==> src/hw/gpc_pkg.sv <==
// constants and types shared by the pin controller files
package gpc_pkg;
  localparam int GPC_PINS = 32;
  localparam int GPC_FUNCS = 4;
  localparam int GPC_GROUP = 8;
  localparam int GPC_GROUPS = 4;

  typedef logic [GPC_PINS-1:0] gpc_word_type;
  typedef logic [GPC_GROUPS-1:0] gpc_irq_type;
  typedef logic [1:0] gpc_code_type;

  localparam gpc_code_type GPC_MODE_CHANGE = 2'h0;
  localparam gpc_code_type GPC_MODE_RISE = 2'h1;
  localparam gpc_code_type GPC_MODE_FALL = 2'h2;
  localparam gpc_code_type GPC_MODE_RSVD = 2'h3;

  localparam gpc_code_type GPC_MUX_FUNC1 = 2'h0;
  localparam gpc_code_type GPC_MUX_FUNC2 = 2'h1;
  localparam gpc_code_type GPC_MUX_FUNC3 = 2'h2;
  localparam gpc_code_type GPC_MUX_FUNC4 = 2'h3;

  localparam gpc_word_type GPC_ZERO = 32'h0000_0000;
  localparam gpc_word_type GPC_LEVEL_RST = 32'h0000_0000;
  localparam gpc_word_type GPC_FLAG_RST = 32'h0000_0000;
  localparam gpc_word_type GPC_SAMPLE_RST = 32'h0000_0000;
  localparam gpc_irq_type GPC_IRQ_RST = 4'h0;
endpackage

==> src/hw/gpc_det_if.sv <==
// bundle between the port logic and the event detector
`timescale 1ns/10ps
interface gpc_det_if #(
  parameter int WIDTH = 32
);
  logic [WIDTH-1:0] sample;
  logic [WIDTH-1:0] filt_en;
  logic [WIDTH-1:0] mode_lo;
  logic [WIDTH-1:0] mode_hi;
  logic [WIDTH-1:0] irq_en;
  logic [WIDTH-1:0] event_hit;

  modport port (output sample, output filt_en, output mode_lo,
                output mode_hi, output irq_en, input event_hit);
  modport det (input sample, input filt_en, input mode_lo,
               input mode_hi, input irq_en, output event_hit);
endinterface

==> src/hw/gpc_irq_detect.sv <==
// per pin glitch filter and edge or change detector
`timescale 1ns/10ps
module gpc_irq_detect
  import gpc_pkg::*;
#(
  parameter int WIDTH = 32
) (
  input  wire logic core_clk_i,
  input  wire logic nrst_i,
  gpc_det_if.det    det
);
  logic [WIDTH-1:0] f1_q;
  logic [WIDTH-1:0] flt_q;
  logic [WIDTH-1:0] lvl;
  logic [WIDTH-1:0] prev_q;
  logic [WIDTH-1:0] hit;

  // second capture of the sampled pad
  always_ff @(posedge core_clk_i or negedge nrst_i) begin
    if (!nrst_i) begin
      f1_q <= '0;
    end else begin
      f1_q <= det.sample;
    end
  end

  // new level only when equal on two consecutive edges
  always_ff @(posedge core_clk_i or negedge nrst_i) begin
    if (!nrst_i) begin
      flt_q <= '0;
    end else begin
      flt_q <= (det.sample & f1_q) | (flt_q & (det.sample | f1_q));
    end
  end

  // filter acts on this path only and lands two cycles late
  assign lvl = (det.filt_en & flt_q)
               | (~det.filt_en & det.sample);

  always_ff @(posedge core_clk_i or negedge nrst_i) begin
    if (!nrst_i) begin
      prev_q <= '0;
    end else begin
      prev_q <= lvl;
    end
  end

  always_comb begin
    hit = '0;
    for (int i = 0; i < WIDTH; i++) begin
      unique case ({det.mode_hi[i], det.mode_lo[i]})
        GPC_MODE_CHANGE: hit[i] = lvl[i] ^ prev_q[i];
        GPC_MODE_RISE:   hit[i] = lvl[i] & ~prev_q[i];
        GPC_MODE_FALL:   hit[i] = ~lvl[i] & prev_q[i];
        GPC_MODE_RSVD:   hit[i] = 1'b0;
      endcase
    end
  end

  assign det.event_hit = hit & det.irq_en;
endmodule

==> src/hw/gpc_port.sv <==
// one 32-pin general-purpose port: ownership, mux, drive, readback, events
`timescale 1ns/10ps

module gpc_port
  import gpc_pkg::*;
#(
  parameter int PINS = GPC_PINS
) (
  input  wire logic                       core_clk_i,
  input  wire logic                       nrst_i,
  input  wire logic [PINS-1:0]            pin_ownership_select_i,
  input  wire logic [PINS-1:0]            mux_select_low_i,
  input  wire logic [PINS-1:0]            mux_select_high_i,
  input  wire logic [PINS-1:0]            output_drive_enable_i,
  input  wire logic                       output_level_wr_i,
  input  wire logic [PINS-1:0]            output_level_wdata_i,
  input  wire logic [PINS-1:0]            output_level_set_alias_i,
  input  wire logic [PINS-1:0]            output_level_clear_alias_i,
  input  wire logic [PINS-1:0]            pullup_enable_i,
  input  wire logic [PINS-1:0]            open_drain_enable_i,
  input  wire logic [PINS-1:0]            pin_irq_enable_i,
  input  wire logic [PINS-1:0]            irq_mode_low_i,
  input  wire logic [PINS-1:0]            irq_mode_high_i,
  input  wire logic [PINS-1:0]            glitch_filter_enable_i,
  input  wire logic [PINS-1:0]            pin_irq_flags_clr_i,
  input  wire logic [GPC_FUNCS-1:0][PINS-1:0] periph_oe_i,
  input  wire logic [GPC_FUNCS-1:0][PINS-1:0] periph_out_i,
  input  wire logic [PINS-1:0]            pad_i,
  output logic      [PINS-1:0]            pad_o,
  output logic      [PINS-1:0]            pad_oe_o,
  output logic      [PINS-1:0]            pullup_o,
  output logic      [PINS-1:0]            periph_in_o,
  output logic      [PINS-1:0]            output_level_o,
  output logic      [PINS-1:0]            pin_level_readback_o,
  output logic      [PINS-1:0]            pin_irq_flags_o,
  output logic      [GPC_GROUPS-1:0]      irq_o
);

  // selects the function index from the two mux bits
  function automatic int unsigned func_index(
    input logic hi,
    input logic lo
  );
    int unsigned idx;
    idx = 0;
    unique case ({hi, lo})
      GPC_MUX_FUNC1: idx = 0;
      GPC_MUX_FUNC2: idx = 1;
      GPC_MUX_FUNC3: idx = 2;
      GPC_MUX_FUNC4: idx = 3;
    endcase
    return idx;
  endfunction

  // ors the flagged and enabled pins of one group
  function automatic logic group_or(
    input logic [PINS-1:0] bits,
    input int              grp
  );
    logic acc;
    acc = 1'b0;
    for (int k = 0; k < GPC_GROUP; k++) begin
      acc = acc | bits[grp * GPC_GROUP + k];
    end
    return acc;
  endfunction

  logic [PINS-1:0]       level_q;
  logic [PINS-1:0]       level_d;
  logic [PINS-1:0]       sample_q;
  logic [PINS-1:0]       readback_q;
  logic [PINS-1:0]       flags_q;
  logic [PINS-1:0]       flags_d;
  logic [PINS-1:0]       pad_q;
  logic [PINS-1:0]       pad_d;
  logic [PINS-1:0]       oe_q;
  logic [PINS-1:0]       oe_d;
  logic [PINS-1:0]       pull_q;
  logic [PINS-1:0]       pin_in_q;
  logic [GPC_GROUPS-1:0] irq_q;
  logic [GPC_GROUPS-1:0] irq_d;
  logic [PINS-1:0]       want_oe;
  logic [PINS-1:0]       want_lvl;

  gpc_det_if #(.WIDTH(PINS)) det_bus ();

  // all state below advances only on clock edges
  // a gated clock freezes it, so no events then

  // output level register with direct write and aliases
  always_comb begin
    level_d = level_q;
    if (output_level_wr_i) begin
      level_d = output_level_wdata_i;
    end
    level_d = (level_d | output_level_set_alias_i)
              & ~output_level_clear_alias_i;
  end

  always_ff @(posedge core_clk_i or negedge nrst_i) begin
    if (!nrst_i) begin
      level_q <= GPC_LEVEL_RST;
    end else begin
      level_q <= level_d;
    end
  end

  // per pin drive decision from owner and open drain
  always_comb begin
    want_oe = '0;
    want_lvl = '0;
    oe_d = '0;
    pad_d = '0;
    for (int i = 0; i < PINS; i++) begin
      if (pin_ownership_select_i[i]) begin
        want_oe[i] = output_drive_enable_i[i];
        want_lvl[i] = level_d[i];
      end else begin
        want_oe[i] = periph_oe_i[func_index(mux_select_high_i[i],
                                 mux_select_low_i[i])][i];
        want_lvl[i] = periph_out_i[func_index(mux_select_high_i[i],
                                   mux_select_low_i[i])][i];
      end
      if (open_drain_enable_i[i]) begin
        oe_d[i] = want_oe[i] & ~want_lvl[i];
        pad_d[i] = 1'b0;
      end else begin
        oe_d[i] = want_oe[i];
        pad_d[i] = want_lvl[i];
      end
    end
  end

  // pad drive flops
  always_ff @(posedge core_clk_i or negedge nrst_i) begin
    if (!nrst_i) begin
      oe_q <= GPC_ZERO;
      pad_q <= GPC_ZERO;
    end else begin
      oe_q <= oe_d;
      pad_q <= pad_d;
    end
  end

  // pull-up under either owner
  always_ff @(posedge core_clk_i or negedge nrst_i) begin
    if (!nrst_i) begin
      pull_q <= GPC_ZERO;
    end else begin
      pull_q <= pullup_enable_i;
    end
  end

  // pad sampling
  always_ff @(posedge core_clk_i or negedge nrst_i) begin
    if (!nrst_i) begin
      sample_q <= GPC_SAMPLE_RST;
    end else begin
      sample_q <= pad_i;
    end
  end

  // unfiltered level to the peripherals
  always_ff @(posedge core_clk_i or negedge nrst_i) begin
    if (!nrst_i) begin
      pin_in_q <= GPC_SAMPLE_RST;
    end else begin
      pin_in_q <= pad_i;
    end
  end

  // readback refreshes only on owned or enabled pins
  always_ff @(posedge core_clk_i or negedge nrst_i) begin
    if (!nrst_i) begin
      readback_q <= GPC_SAMPLE_RST;
    end else begin
      for (int i = 0; i < PINS; i++) begin
        if (pin_ownership_select_i[i] | pin_irq_enable_i[i]) begin
          readback_q[i] <= sample_q[i];
        end
      end
    end
  end

  // event detection, filtered or not
  assign det_bus.sample = sample_q;
  assign det_bus.filt_en = glitch_filter_enable_i;
  assign det_bus.mode_lo = irq_mode_low_i;
  assign det_bus.mode_hi = irq_mode_high_i;
  assign det_bus.irq_en = pin_irq_enable_i;

  gpc_irq_detect #(
    .WIDTH (PINS)
  ) u_detect (
    .core_clk_i (core_clk_i),
    .nrst_i     (nrst_i),
    .det        (det_bus)
  );

  // sticky flags, a new event beats a same-cycle clear
  always_comb begin
    flags_d = (flags_q & ~pin_irq_flags_clr_i)
              | det_bus.event_hit;
  end

  always_ff @(posedge core_clk_i or negedge nrst_i) begin
    if (!nrst_i) begin
      flags_q <= GPC_FLAG_RST;
    end else begin
      flags_q <= flags_d;
    end
  end

  // grouped request lines
  always_comb begin
    irq_d = GPC_IRQ_RST;
    for (int g = 0; g < GPC_GROUPS; g++) begin
      irq_d[g] = group_or(flags_d & pin_irq_enable_i, g);
    end
  end

  always_ff @(posedge core_clk_i or negedge nrst_i) begin
    if (!nrst_i) begin
      irq_q <= GPC_IRQ_RST;
    end else begin
      irq_q <= irq_d;
    end
  end

  // outputs
  assign pad_o = pad_q;
  assign pad_oe_o = oe_q;
  assign pullup_o = pull_q;
  assign periph_in_o = pin_in_q;
  assign output_level_o = level_q;
  assign pin_level_readback_o = readback_q;
  assign pin_irq_flags_o = flags_q;
  assign irq_o = irq_q;

endmodule

==> config.mk <==
export PLATFORM = sky130hd
export DESIGN_NAME = gpc_port
export DESIGN_NICKNAME = d
export VERILOG_FILES = /design/src/hw/gpc_pkg.sv /design/src/hw/gpc_det_if.sv /design/src/hw/gpc_irq_detect.sv /design/src/hw/gpc_port.sv
export SDC_FILE = /design/constraint.sdc
export NUM_CORES = 1
export LEC_CHECK = 0
export ABC_AREA = 1
export ABC_CLOCK_PERIOD_IN_PS = 2700
export BUFFER_PORTS_ARGS = -buffer_cell sky130_fd_sc_hd__buf_2
export CORE_AREA = 8 8 370 372
export CTS_CLUSTER_SIZE = 14
export DETAILED_ROUTE_END_ITERATION = 10
export DIE_AREA = 0 0 378 380
export REMOVE_ABC_BUFFERS = 1
export SETUP_SLACK_MARGIN = 0.2
export SLEW_MARGIN = 0
export SYNTH_ARGS = -nofsm -noshare
export SYNTH_HDL_FRONTEND = slang
export SYNTH_SLANG_ARGS = --single-unit
==> constraint.sdc <==
create_clock -name core_clk_i -period 2.7 [get_ports core_clk_i]
set_input_delay 0.135 -clock core_clk_i [delete_from_list [all_inputs] [get_ports core_clk_i]]
set_output_delay 0.135 -clock core_clk_i [all_outputs]
set_load 0.005 [all_outputs]
After elaboration in Yosys (flattened, before gate mapping)
Index checks and enable logic that the tools add are counted.
{ "totals": {"output_inout_bits": 228, "word_cells": 983, "reg_bits": 324} }
{ "classes": {"n_eq_ne": 192, "mux": 353, "magnitude_cmp": 32, "bitwise_logic": 300, "reduce_logical": 64} }
{ "ops": {"columns": ["op", "n"], "rows": [
  ["$bmux W32 S2", 64],
  ["$pmux W32 S4", 32],
  ["$mux W32", 35],
  ["$lt A32 B3 Y1 const B", 32],
  ["$and A32 B32 Y32", 8],
  ["$eq A2 B2 Y1 const B", 128],
  ["$or A32 B32 Y32", 5],
  ["$mux W1", 130],
  ["$eq A2 B1 Y1 const B", 64],
  ["$logic_not A2 Y1", 64],
  ["$pmux W1 S4", 32],
  ["$and A1 B1 Y1", 96],
  ["$not A1 Y1", 96],
  ["$not A32 Y32", 3],
  ["$mux W31", 2],
  ["$mux W30", 2],
  ["$or A1 B1 Y1", 60],
  ["$mux W29", 2],
  ["$mux W28", 2],
  ["$mux W27", 2],
  ["$mux W26", 2],
  ["$mux W25", 2],
  ["$mux W24", 2],
  ["$mux W23", 2],
  ["other kinds (22)", 74]
]} }

Longest topological paths before layout
Gate-level depths: netlist of the first run.
{ "logic_depth": {"ltp_word": 16, "depth_mapped": 13, "depth_no_buf": 13} }

Modules after synthesis
Synthesis of the first run repeated with hierarchy kept, for this count alone.
{ "unflattened": {"cells_unflattened": 2416, "area_unflattened_um2": 17823.3} }
{ "modules_own_cells": {"columns": ["mod", "area_per_inst_um2", "n_inst", "cells_each"], "rows": [
  ["gpc_port", 12258.0, 1, 1712],
  ["gpc_irq_detect", 5565.3, 1, 704]
]} }

Least setup slack after synthesis of the first run
OpenSTA, ideal clock, no wires.
{ "synth_path": {"kind": "flip-flop to flip-flop", "start": "reg periph_in_o[4] (netlist name)", "end": "reg irq_q[0] (netlist: irq_o[0])", "path_stages_with_launch": 11, "arrival_ns": 1.347, "t_required_ns": 2.581, "path_buffers": 0, "setup_slack_ns": 1.235, "cell_sequence": "dfrtp_1 o21ai_0 inv_1 ha_1 nand2_1 nand3_1 nand2_1 nand2_1 nand2_1 nor2_1 nand2_1"} }
{ "synth_lines": {"columns": ["element", "line", "source"], "rows": [
  ["to (signal assigned)", "gpc_port.sv:226", "irq_q <= irq_d;"],
  ["to (decl)", "gpc_port.sv:80", "logic [GPC_GROUPS-1:0] irq_q;"]
]} }

==> results of run 1 <==
-- metrics by stage --
stage / cells / hold slack (ps) / instance area (µm²)
after floorplan: 2024 / -160.6 / 16910
after global placement: 4765 / 172.4 / 24150
after detailed placement: 4765 / 177.5 / 24150
after CTS: 5281 / 0.9580 / 30090
after global routing: 5287 / 43.72 / 30120
final: 5294 / 46.53 / 30130
-- layout make-up --
| class | instances | area [µm²] |
|---|---|---|
| inverter | 394 | 1484 |
| antenna | 12 | 30.03 |
| fill | 14460 | 100700 |
| clock inverter | 21 | 319.1 |
| multi-input combinational | 1306 | 7315 |
| sequential | 324 | 8108 |
| timing repair buffer | 1428 | 9472 |
| clock buffer | 54 | 1210 |
| tap | 1755 | 2196 |
-- worst reg2reg max path, cell delays in order (launching register included) --
cell and delay (ps):
dfrtp_1 430, o21ai_0 300, inv_1 100, ha_1 290
nand2_1 50, nand3_1 80, nand2_1 60, nand2_1 50
nand2_1 70, nor2_1 100, dlygate4sd3_1 550, nand2_1 50
-- cells by family after synthesis --
family                   count (synthesis)  share of synthesized area [%]
buffers and inverters                  401                          9.241
adder cells (fa/ha/maj)                 91                          6.303
multiplexers                            27                          1.789
AND/OR/NAND/NOR                        873                          22.67
flip-flops                             324                          47.71
AO/OA/AOI/OAI                          315                          12.28
-- placed cells by master, fill, tap and decap left out --
cell type	instances
buf_2	964
dlygate4sd3_1	442
nor2_1	368
inv_1	362
dfrtp_1	324
nand2_1	319
o21ai_0	180
nand2_2	90
ha_1	64
a21oi_1	48
clkbuf_16	45
nand3_1	34
nand3b_1	32
inv_2	31
a21oi_4	30
nand3_2	30
o21ai_2	30
maj3_1	27
mux2_2	27
a21boi_1	24
buf_4	17
diode_2	12
bufinv_16	8
clkinv_2	8
clkbuf_8	5
clkbuf_1	4
clkinvlp_4	4
buf_12	4
o21ai_1	3
inv_6	1
clkinv_4	1
buf_8	1
-- path summary, 6_finish.rpt --
path	from	to	slack, ps	depth (start not counted)
worst max-delay path	periph_in_o[23]$_DFF_PN0_	irq_o[2]$_DFF_PN0_	440	11
worst min-delay path	irq_mode_low_i[10]	pin_irq_flags_o[10]$_DFF_PN0_	50	4
worst max register to register	periph_in_o[23]$_DFF_PN0_	irq_o[2]$_DFF_PN0_	440	11
worst min register to register	periph_in_o[10]$_DFF_PN0_	u_detect.f1_q[10]$_DFF_PN0_	450	0
max in group asynchronous	nrst_i	periph_in_o[18]$_DFF_PN0_	1740	3
min in group asynchronous	nrst_i	pad_o[22]$_DFF_PN0_	120	2
-- layer usage --
layer  wire [µm]  vias up
met5         123        -
met4        3531       20
met3        7537      162
met2       45590      762
met1       40330     8917
li1            -     9215
-- report_power, final --
group	internal, mW	leakage, nW	switching, mW
Sequential	5.26	3.90	0.238
Combinational	1.64	11.2	1.69
Clock	3.93	0.744	2.46
-- flip-flops by register name (all words and copies together), names as in the netlist --
register              flops
pad_o                    32
periph_in_o              32
pullup_o                 32
u_detect.f1_q            32
pad_oe_o                 32
u_detect.prev_q          32
output_level_o           32
pin_irq_flags_o          32
irq_o                     4
pin_level_readback_o     32
u_detect.flt_q           32
-- what timing repair did --
item                                    in CTS  in global routing
hold endpoints to repair                   383                  1
endpoints found under the setup margin       0                  1
hold buffers                               441                  1
gates resized for setup                      0                  1
==> results.txt, run 1 <==
critical-path cell list: o21ai_0 > inv_1 > ha_1 > nand2_1 > nand3_1 > nand2_1 > nand2_1 > nand2_1 > nor2_1 > dlygate4sd3_1 > nand2_1
Clock Skew: 15.89 ps
Die X-Extent: 378 µm
most frequent cell after synthesis: nor2_1
setup tns final: 0 ps
top cell type's share of synthesized area: 47.71%
crit path capture type: flip-flop
M1 GR Usage: 15.69%
Crit path arrival time: 2710 ps
worst-skew pair later-pin latency: 590 ps
Final min period: 2260 ps
CP top delay family: buffers and inverters
Synth Cell Area: 16990 µm²
Fmax: 0.4425 GHz
Final ANT Viol Nets: 0
DIE HEIGHT: 380 µm
Post-synth EDFFs: 0
most frequent cells after synthesis: nor2_1 (368), inv_1 (362), dfrtp_1 (324)
CTS buffer count: 44
Setup violations, final: 0
GP Congestion: 0.9734
worst min path class: input pin to flip-flop
Top Ports: 967
HPWL after DPL: 81.05 mm
via count: 19080
final period utilization: 83.69%
GR Util met3: 3.711%
routed wire length: 97.12 mm
Post-Place Setup Slack: 585.6 ps
RSZ-0062 raised after global routing: no
leakage: 15.82 nW
CTS tree: done
final core occ: 23.04%
asr flop ratio synth: 100.0%
total power per unit cell area: 504.9 nW/µm²
# rows: 133
DIE AREA: 143600 µm²
PortBufs: 966
layout cells sized above 1: 36.75%
CP Data Required Time: 3150 ps
outcome: complete, no violations
post-CTS setup buffer count: 0
Layout area overhead: 77.33%
grt ovf: 0
CTS clock-pin slew for the worst setup and hold paths: 70 ps
leading area contributor after synthesis: dfrtp_1
Final WS setup: 440.3 ps
fin. max-slew vios: 0
Iteration-0 DRC Markers: 844
CTS root buffer: clkbuf_16
DRC viols: 0
vias in the first global route: 20360
drt pass-1 iters: 6
number of max-cap violations: 0
gr busiest metal: met2
YS warnings: 0
All-Layer GR Usage: 12.90%
Slowest Stage Delay on Critical Path: 550 ps
initial antenna violation count: 31
nets@finish: 4301
ranking of synthesized cells by area: dfrtp_1 (48%), nor2_1 (8.1%), inv_1 (8.0%), nand2_1 (7.0%), o21ai_0 (5.3%)
Slew headroom: 55.10%
CTS Sinks: 324
GR Layer Usage met2: 21.59%
Unique masters post-synth: 22
first-pass GRT wire length: 137.1 mm
vias per inst: 3.603
worst path bufs/invs: 2
Post-synth top flop: dfrtp_1
crit path launch type: flip-flop
H-tree levels: 2
Worst Tran Pin Value: 673.5 ps
register area share after synthesis: 47.71%
core area: 130800 µm²
type of the worst setup path: flip-flop to flip-flop
Final Hold Fails: 0
crit-path max FO: 5
CP max stage cell: dlygate4sd3_1
#FFs+latches synth: 324
Worst IR Drop VDD: 0.4262 mV
post-synthesis average cell area: 8.367 µm²
Cells after Synth: 2031
total power: 15.21 mW
initial core utilization: 12.99%
CP dominant cell by count: nand2_1
largest net degree at the start of global routing: 60
DR WL/cell: 18.34 µm
Max clock buf depth: 3
(Power assumes the default switching activity.)
==> inputs of run 2 (changes only) <==
- ABC_CLOCK_PERIOD_IN_PS: 2700 -> 2200
- clock period: 2.7 -> 2.2 ns (I/O delays scaled with it)
==> run 2 against run 1 <==
Cell count rose by 0.72%. Final area rose by 1.4%. Clock skew rose by 4.8 ps. Critical endpoint unchanged.
==> results.txt, run 2 (synthesis gave the netlist of run 1 again) <==
outcome: complete, no violations
crit path launch type: flip-flop
Layout area overhead: 79.88%
Hold Path Stages: 8 (+4)
RSZ-0062 raised after global routing: yes
Setup violations, final: 0 (unchanged)
CP top delay family: simple AND/OR/NAND/NOR gates
crit-path max FO: 5 (unchanged)
Worst Tran Pin Value: 961.1 ps (+287.7 ps)
post-CTS setup buffer count: 0 (unchanged)
H-tree levels: 2 (unchanged)
DR WL/cell: 18.29 µm (-0.31%)
hold_ws: 62.94 ps (+16.41 ps)
worst min path class: input pin to flip-flop
via count: 19390 (+1.7%)
switching share of power: 29.75% (+0.88 points)
layout cells sized above 1: 36.95% (+0.20 points)
# rows: 133 (unchanged)
total power per unit cell area: 609.7 nW/µm² (+21%)
nets@finish: 4335 (+0.79%)
setup tns final: 0 ps (unchanged)
routed wire length: 97.51 mm (+0.40%)
Die X-Extent: 378 µm (unchanged)
DIE HEIGHT: 380 µm (unchanged)
leakage: 16.03 nW (+1.3%)
GP Congestion: 0.9729 (about the same)
DRC viols: 0 (unchanged)
Sequential Power Share: 36.2% (about the same)
Clk network pwr share: 41.5% (-0.5 points)
worst path bufs/invs: 1 (-1)
HPWL after DPL: 81.52 mm (+0.58%)
CTS Sinks: 324 (unchanged)
Fmax: 0.5261 GHz (+19%)
CTS tree: done
PortBufs: 966 (unchanged)
number of max-cap violations: 0 (unchanged)
Net Switching: 5.543 mW (+26%)
critical-path cell list: o21ai_1 > inv_1 > ha_1 > nand2_1 > nand3_1 > nand2_1 > nand2_1 > nand2_1 > nor2_1 > nand2_1
crit path capture type: flip-flop
final period utilization: 86.40% (+2.7 points)
commonest non-fill, non-tap cell in the layout: buf_2
CP dominant cell by count: nand2_1
internal power: 13.09 mW (+21%)
Stages on worst setup path: 10 (-1)
r2r worst-path depth: 10 (-1)
type of the worst setup path: flip-flop to flip-flop
CP max stage cell: dfrtp_1
initial antenna violation count: 31 (unchanged)
combinational share of power: 22.3% (+0.4 points)
Final min period: 1901 ps (-359.0 ps)
CP Data Required Time: 2690 ps (-460 ps)
Final Hold Fails: 0 (unchanged)
largest net degree at the start of global routing: 65 (+8.3%)
grt ovf: 0 (unchanged)
Crit path arrival time: 2390 ps (-320 ps)
Slowest Stage Delay on Critical Path: 420 ps (-130 ps)
vias per inst: 3.637 (+0.94%)
drt pass-1 iters: 5 (-1)
vias in the first global route: 20950 (+2.9%)
CTS clock-pin slew for the worst setup and hold paths: 60 ps (about the same)
Clock Skew: 20.71 ps (+4.824 ps)
Worst IR Drop VDD: 0.4768 mV (+12%)
All-Layer GR Usage: 12.94% (+0.039 points)
core area: 130800 µm² (unchanged)
initial core utilization: 12.99% (unchanged)
Iteration-0 DRC Markers: 808 (-4.3%)
Slew headroom: 35.71% (-19 points)
DIE AREA: 143600 µm² (unchanged)
CTS root buffer: clkbuf_16
Final ANT Viol Nets: 0 (unchanged)
fin. max-slew vios: 0 (unchanged)
worst-skew pair later-pin latency: 610 ps (+20 ps)
first-pass GRT wire length: 138.0 mm (+0.71%)
Top Ports: 967 (unchanged)
Max clock buf depth: 3 (unchanged)
commonest cells after routing, fill and taps aside: buf_2 (964), dlygate4sd3_1 (469), nor2_1 (368), inv_1 (362), dfrtp_1 (324)
CTS buffer count: 46 (+4.5%)
[run 2: cell count changes in the layout (fill, tap and decap cells not counted), sizes merged]
cell,change
buf,+5
bufinv,-5
clkbuf,+8
clkinv,+1
clkinvlp,+1
diode,-2
dlygate4sd3,+27
inv,+3
[run 2: tightest hold or removal path, delay by kind of cell]
family                 cells  cell delay (ps)
buffers and inverters      1              110
and+or+nand+nor            7              410
[run 2: metrics by stage]
stage | power (mW) | area, µm² | std cells | setup slack, ps | util, %
after floorplan | 8.095 | 16910 | 2024 | 734.8 | -
after global placement | 10.15 | 24230 | 4769 | 212.0 | 18.52
after detailed placement | 10.20 | 24230 | 4769 | 159.3 | 18.52
after CTS | 19.06 | 30490 | 5321 | 206.2 | 23.31
after global routing | 19.70 | 30550 | 5325 | 174.6 | 23.36
final | 18.64 | 30570 | 5332 | 299.3 | 23.37
[run 2: worst paths after layout]
| kind | from | slack (ps) | end |
|---|---|---|---|
| setup / recovery | periph_in_o[18]$_DFF_PN0_ | 300 | irq_o[2]$_DFF_PN0_ |
| hold / removal | irq_mode_high_i[14] | 60 | irq_o[1]$_DFF_PN0_ |
| setup reg to reg | periph_in_o[18]$_DFF_PN0_ | 300 | irq_o[2]$_DFF_PN0_ |
| hold reg to reg | periph_in_o[3]$_DFF_PN0_ | 440 | u_detect.f1_q[3]$_DFF_PN0_ |
| max in group asynchronous | nrst_i | 660 | pin_irq_flags_o[22]$_DFF_PN0_ |
| min in group asynchronous | nrst_i | 150 | u_detect.flt_q[21]$_DFF_PN0_ |
[run 2: power groups by stage]
stage                     Clock, mW  Sequential [mW]  Combinational [mW]
after global placement            0             6.83                3.32
final                          7.73             6.74                4.16
after global routing           8.29             6.81                4.60
after detailed placement          0             6.84                3.36
after floorplan                   0             6.82                1.27
after CTS                      8.12             6.74                4.20
[run 2: timing repair]
action                                 4_1_cts  5_1_grt
setup endpoints to repair                    2       23
endpoints found under the hold margin      491        1
hold buffers                               469        1
gates resized for setup                      2       34
[run 2: per-layer routing]
layer | track usage [%] | up-vias | routed length [µm]
met2 | 21.58 | 746 | 45490
met1 | 16.15 | 9173 | 40970
met3 | 3.422 | 152 | 7727
met5 | 0 | - | 110
met4 | 4.254 | 16 | 3216
li1 | - | 9306 | -
[run 2: final cells by class]
cell class,instances,area (µm²)
Clock buffer,62,1323
Tap cell,1755,2196
Multi-Input combinational cell,1306,7356
Fill cell,14380,100200
Antenna cell,10,25.02
Clock inverter,21,234.0
Sequential cell,324,8108
Inverter,394,1484
Timing Repair Buffer,1460,9842
==> inputs of run 3 (changes only) <==
--- a/config.mk
+++ b/config.mk
@@ -10,6 +10,6 @@
 export BUFFER_PORTS_ARGS = -buffer_cell sky130_fd_sc_hd__buf_2
-export CORE_AREA = 8 8 370 372
+export CORE_AREA = 8 8 371 373
 export CTS_CLUSTER_SIZE = 14
 export DETAILED_ROUTE_END_ITERATION = 10
-export DIE_AREA = 0 0 378 380
+export DIE_AREA = 0 0 379 381
 export REMOVE_ABC_BUFFERS = 1
==> constraint.sdc (replaced) <==
create_clock -name core_clk_i -period 2.2 [get_ports core_clk_i]
set_input_delay 0.44 -clock core_clk_i [delete_from_list [all_inputs] [get_ports core_clk_i]]
set_output_delay 0.44 -clock core_clk_i [all_outputs]
set_load 0.005 [all_outputs]
==> run 3 against run 2 <==
Setup slack improved by 7.9 ps. Sequential power about the same. Maximum frequency is 0.42% higher. Critical path type is now flip-flop to output pin. Largest cell class is now sequential cells. Highest routed layer unchanged.
==> results.txt, run 3 (synthesis gave the netlist of run 1 again) <==
gr busiest metal: met2
R2R setup slack: 370 ps (+70 ps)
first-pass GRT wire length: 122.4 mm (-11%)
Slew headroom: 69.29% (+34 points)
number of max-cap violations: 0 (unchanged)
DRC viols: 0 (unchanged)
crit path launch type: flip-flop
Worst R2R Start: periph_in_o[12]$_DFF_PN0_
Die X-Extent: 379 µm (+0.26%)
Non-Filler Instances: 4983 (-6.5%)
final period utilization: 86.03% (-0.36 points)
leakage: 14.45 nW (-9.8%)
commonest non-fill, non-tap cell in the layout: buf_2
worst-skew pair later-pin latency: 580 ps (-30 ps)
Crit path arrival time: 1450 ps (-940 ps)
DIE HEIGHT: 381 µm (+0.26%)
outcome: complete, no violations
CTS tree: done
RSZ-0062 raised after global routing: yes
Post-DP Area: 24430 µm² (+0.82%)
GP Congestion: 0.9228 (-5.1%)
Layout area overhead: 57.98%
largest net degree at the start of global routing: 59 (-9.2%)
vias per inst: 3.541 (-2.6%)
total power per unit cell area: 650.1 nW/µm² (+6.6%)
type of the worst setup path: flip-flop to output pin
DIE AREA: 144400 µm² (+0.53%)
Final Hold Fails: 0 (unchanged)
fin area: 26840 µm² (-12%)
worst min path class: input pin to flip-flop
Fmax: 0.5283 GHz (+0.42%)
GR Layer Usage met2: 19.13% (-2.4 points)
total power: 17.45 mW (-6.4%)
Final ANT Viol Nets: 0 (unchanged)
via count: 17650 (-9.0%)
M1 GR Usage: 13.82% (-2.3 points)
hold path start: open_drain_enable_i[15]
CTS Sinks: 324 (unchanged)
Worst IR Drop VDD: 0.4273 mV (-10%)
PortBufs: 966 (unchanged)
DR WL/cell: 17.53 µm (-4.2%)
Critical path origin: periph_in_o[31]$_DFF_PN0_
CTS clock-pin slew for the worst setup and hold paths: 60 ps (about the same)
cell count after placement: 4803 (+0.71%)
drt pass-1 iters: 5 (unchanged)
initial antenna violation count: 23 (-26%)
Top Ports: 967 (unchanged)
Worst Tran Pin Value: 460.7 ps (-500.4 ps)
H-tree levels: 2 (unchanged)
All-Layer GR Usage: 11.45% (-1.5 points)
CTS buffer count: 43 (-6.5%)
Max clock buf depth: 3 (unchanged)
fin. max-slew vios: 0 (unchanged)
crit path capture type: output pin
nets@finish: 3977 (-8.3%)
HPWL after DPL: 75.78 mm (-7.0%)
vias in the first global route: 18630 (-11%)
crit-path max FO: 4 (-1)
CTS root buffer: clkbuf_16
fill cell count: 14870 (+3.4%)
Final min period: 1893 ps (-7.937 ps)
routed wire length: 87.34 mm (-10%)
initial core utilization: 12.86% (-0.13 points)
GR Util met3: 3.578% (+0.16 points)
CP Data Required Time: 1760 ps (-930 ps)
commonest cells after routing, fill and taps aside: buf_2 (964), nor2_1 (368), inv_1 (362), dfrtp_1 (322), nand2_1 (314)
Setup violations, final: 0 (unchanged)
grt ovf: 0 (unchanged)
core area: 132100 µm² (+1.0%)
Iteration-0 DRC Markers: 770 (-4.7%)
# rows: 134 (+0.75%)
layout cells sized above 1: 41.32% (+4.4 points)
Clock Skew: 12.55 ps (-8.160 ps)
==> run 3: cell types whose count changed in the layout (fill, tap and decap cells not counted), moves of 3 or more <==
cell | before | now
dlygate4sd3_1 | 469 | 94
clkbuf_1 | 6 | 10
nand2_2 | 91 | 94
o21ai_0 | 156 | 173
buf_4 | 17 | 36
o21ai_2 | 39 | 30
clkbuf_16 | 47 | 43
o21ai_1 | 18 | 10
nand2_1 | 318 | 314
==> run 3: per-stage QoR <==
stage,setup TNS [ps],hold slack (ps),setup WS [ps],util (%)
6_report,0,80.69,307.2,20.32
5_1_grt,0,33.43,187.4,20.32
4_1_cts,0,6.520,149.2,20.29
3_5_place_dp,0,362.6,20.15,18.49
3_3_place_gp,-1.756,358.2,-1.756,18.49
2_1_floorplan,0,144.4,726.8,-
==> run 3: metal layers <==
metal  routed length [µm]  up-vias
li1                     -     8581
met4                 2833       16
met2                40950      668
met1                35910     8257
met3                 7549      125
met5                  105        -
==> run 3: worst paths after layout <==
path	cells past startpoint	end
min in group asynchronous	2	pin_irq_flags_o[18]$_DFF_PN0_
max	2	periph_in_o[31]
max reg2reg	10	irq_o[1]$_DFF_PN0_
min	2	pad_o[15]$_DFF_PN0_
min reg2reg	0	u_detect.f1_q[7]$_DFF_PN0_
max in group asynchronous	3	u_detect.flt_q[16]$_DFF_PN0_
==> run 3: area by class of cell <==
type,instances,area (µm²),area share [%]
flip-flops and latches,324,8110,30.21
multi-input cells,1306,7332,27.31
repair buffers,1105,6251,23.29
well taps,1768,2212,8.240
inverters,394,1484,5.528
clock buffers,61,1224,4.558
clock inverters,17,211.5,0.7877
diodes,8,20.02,0.07457
==> run 3: worst max-delay path, stage by stage, from the launching register on <==
cell,delay (ps)
dfrtp_2,480
buf_4,240
buf_2,160
==> run 3: repair_timing <==
action,CTS,global route
gates cloned,0,0
setup endpoints to repair,2,3
gates resized for setup,2,14
hold endpoints to repair,118,0
hold buffers,94,0
setup buffers,0,0
==> run 3: power breakdown <==
part           leakage [nW]  switching, mW  internal (mW)
Combinational          9.86           1.93           1.53
Sequential             3.89          0.314           6.45
Clock                 0.698           2.87           4.35
Total                  14.5           5.11           12.3
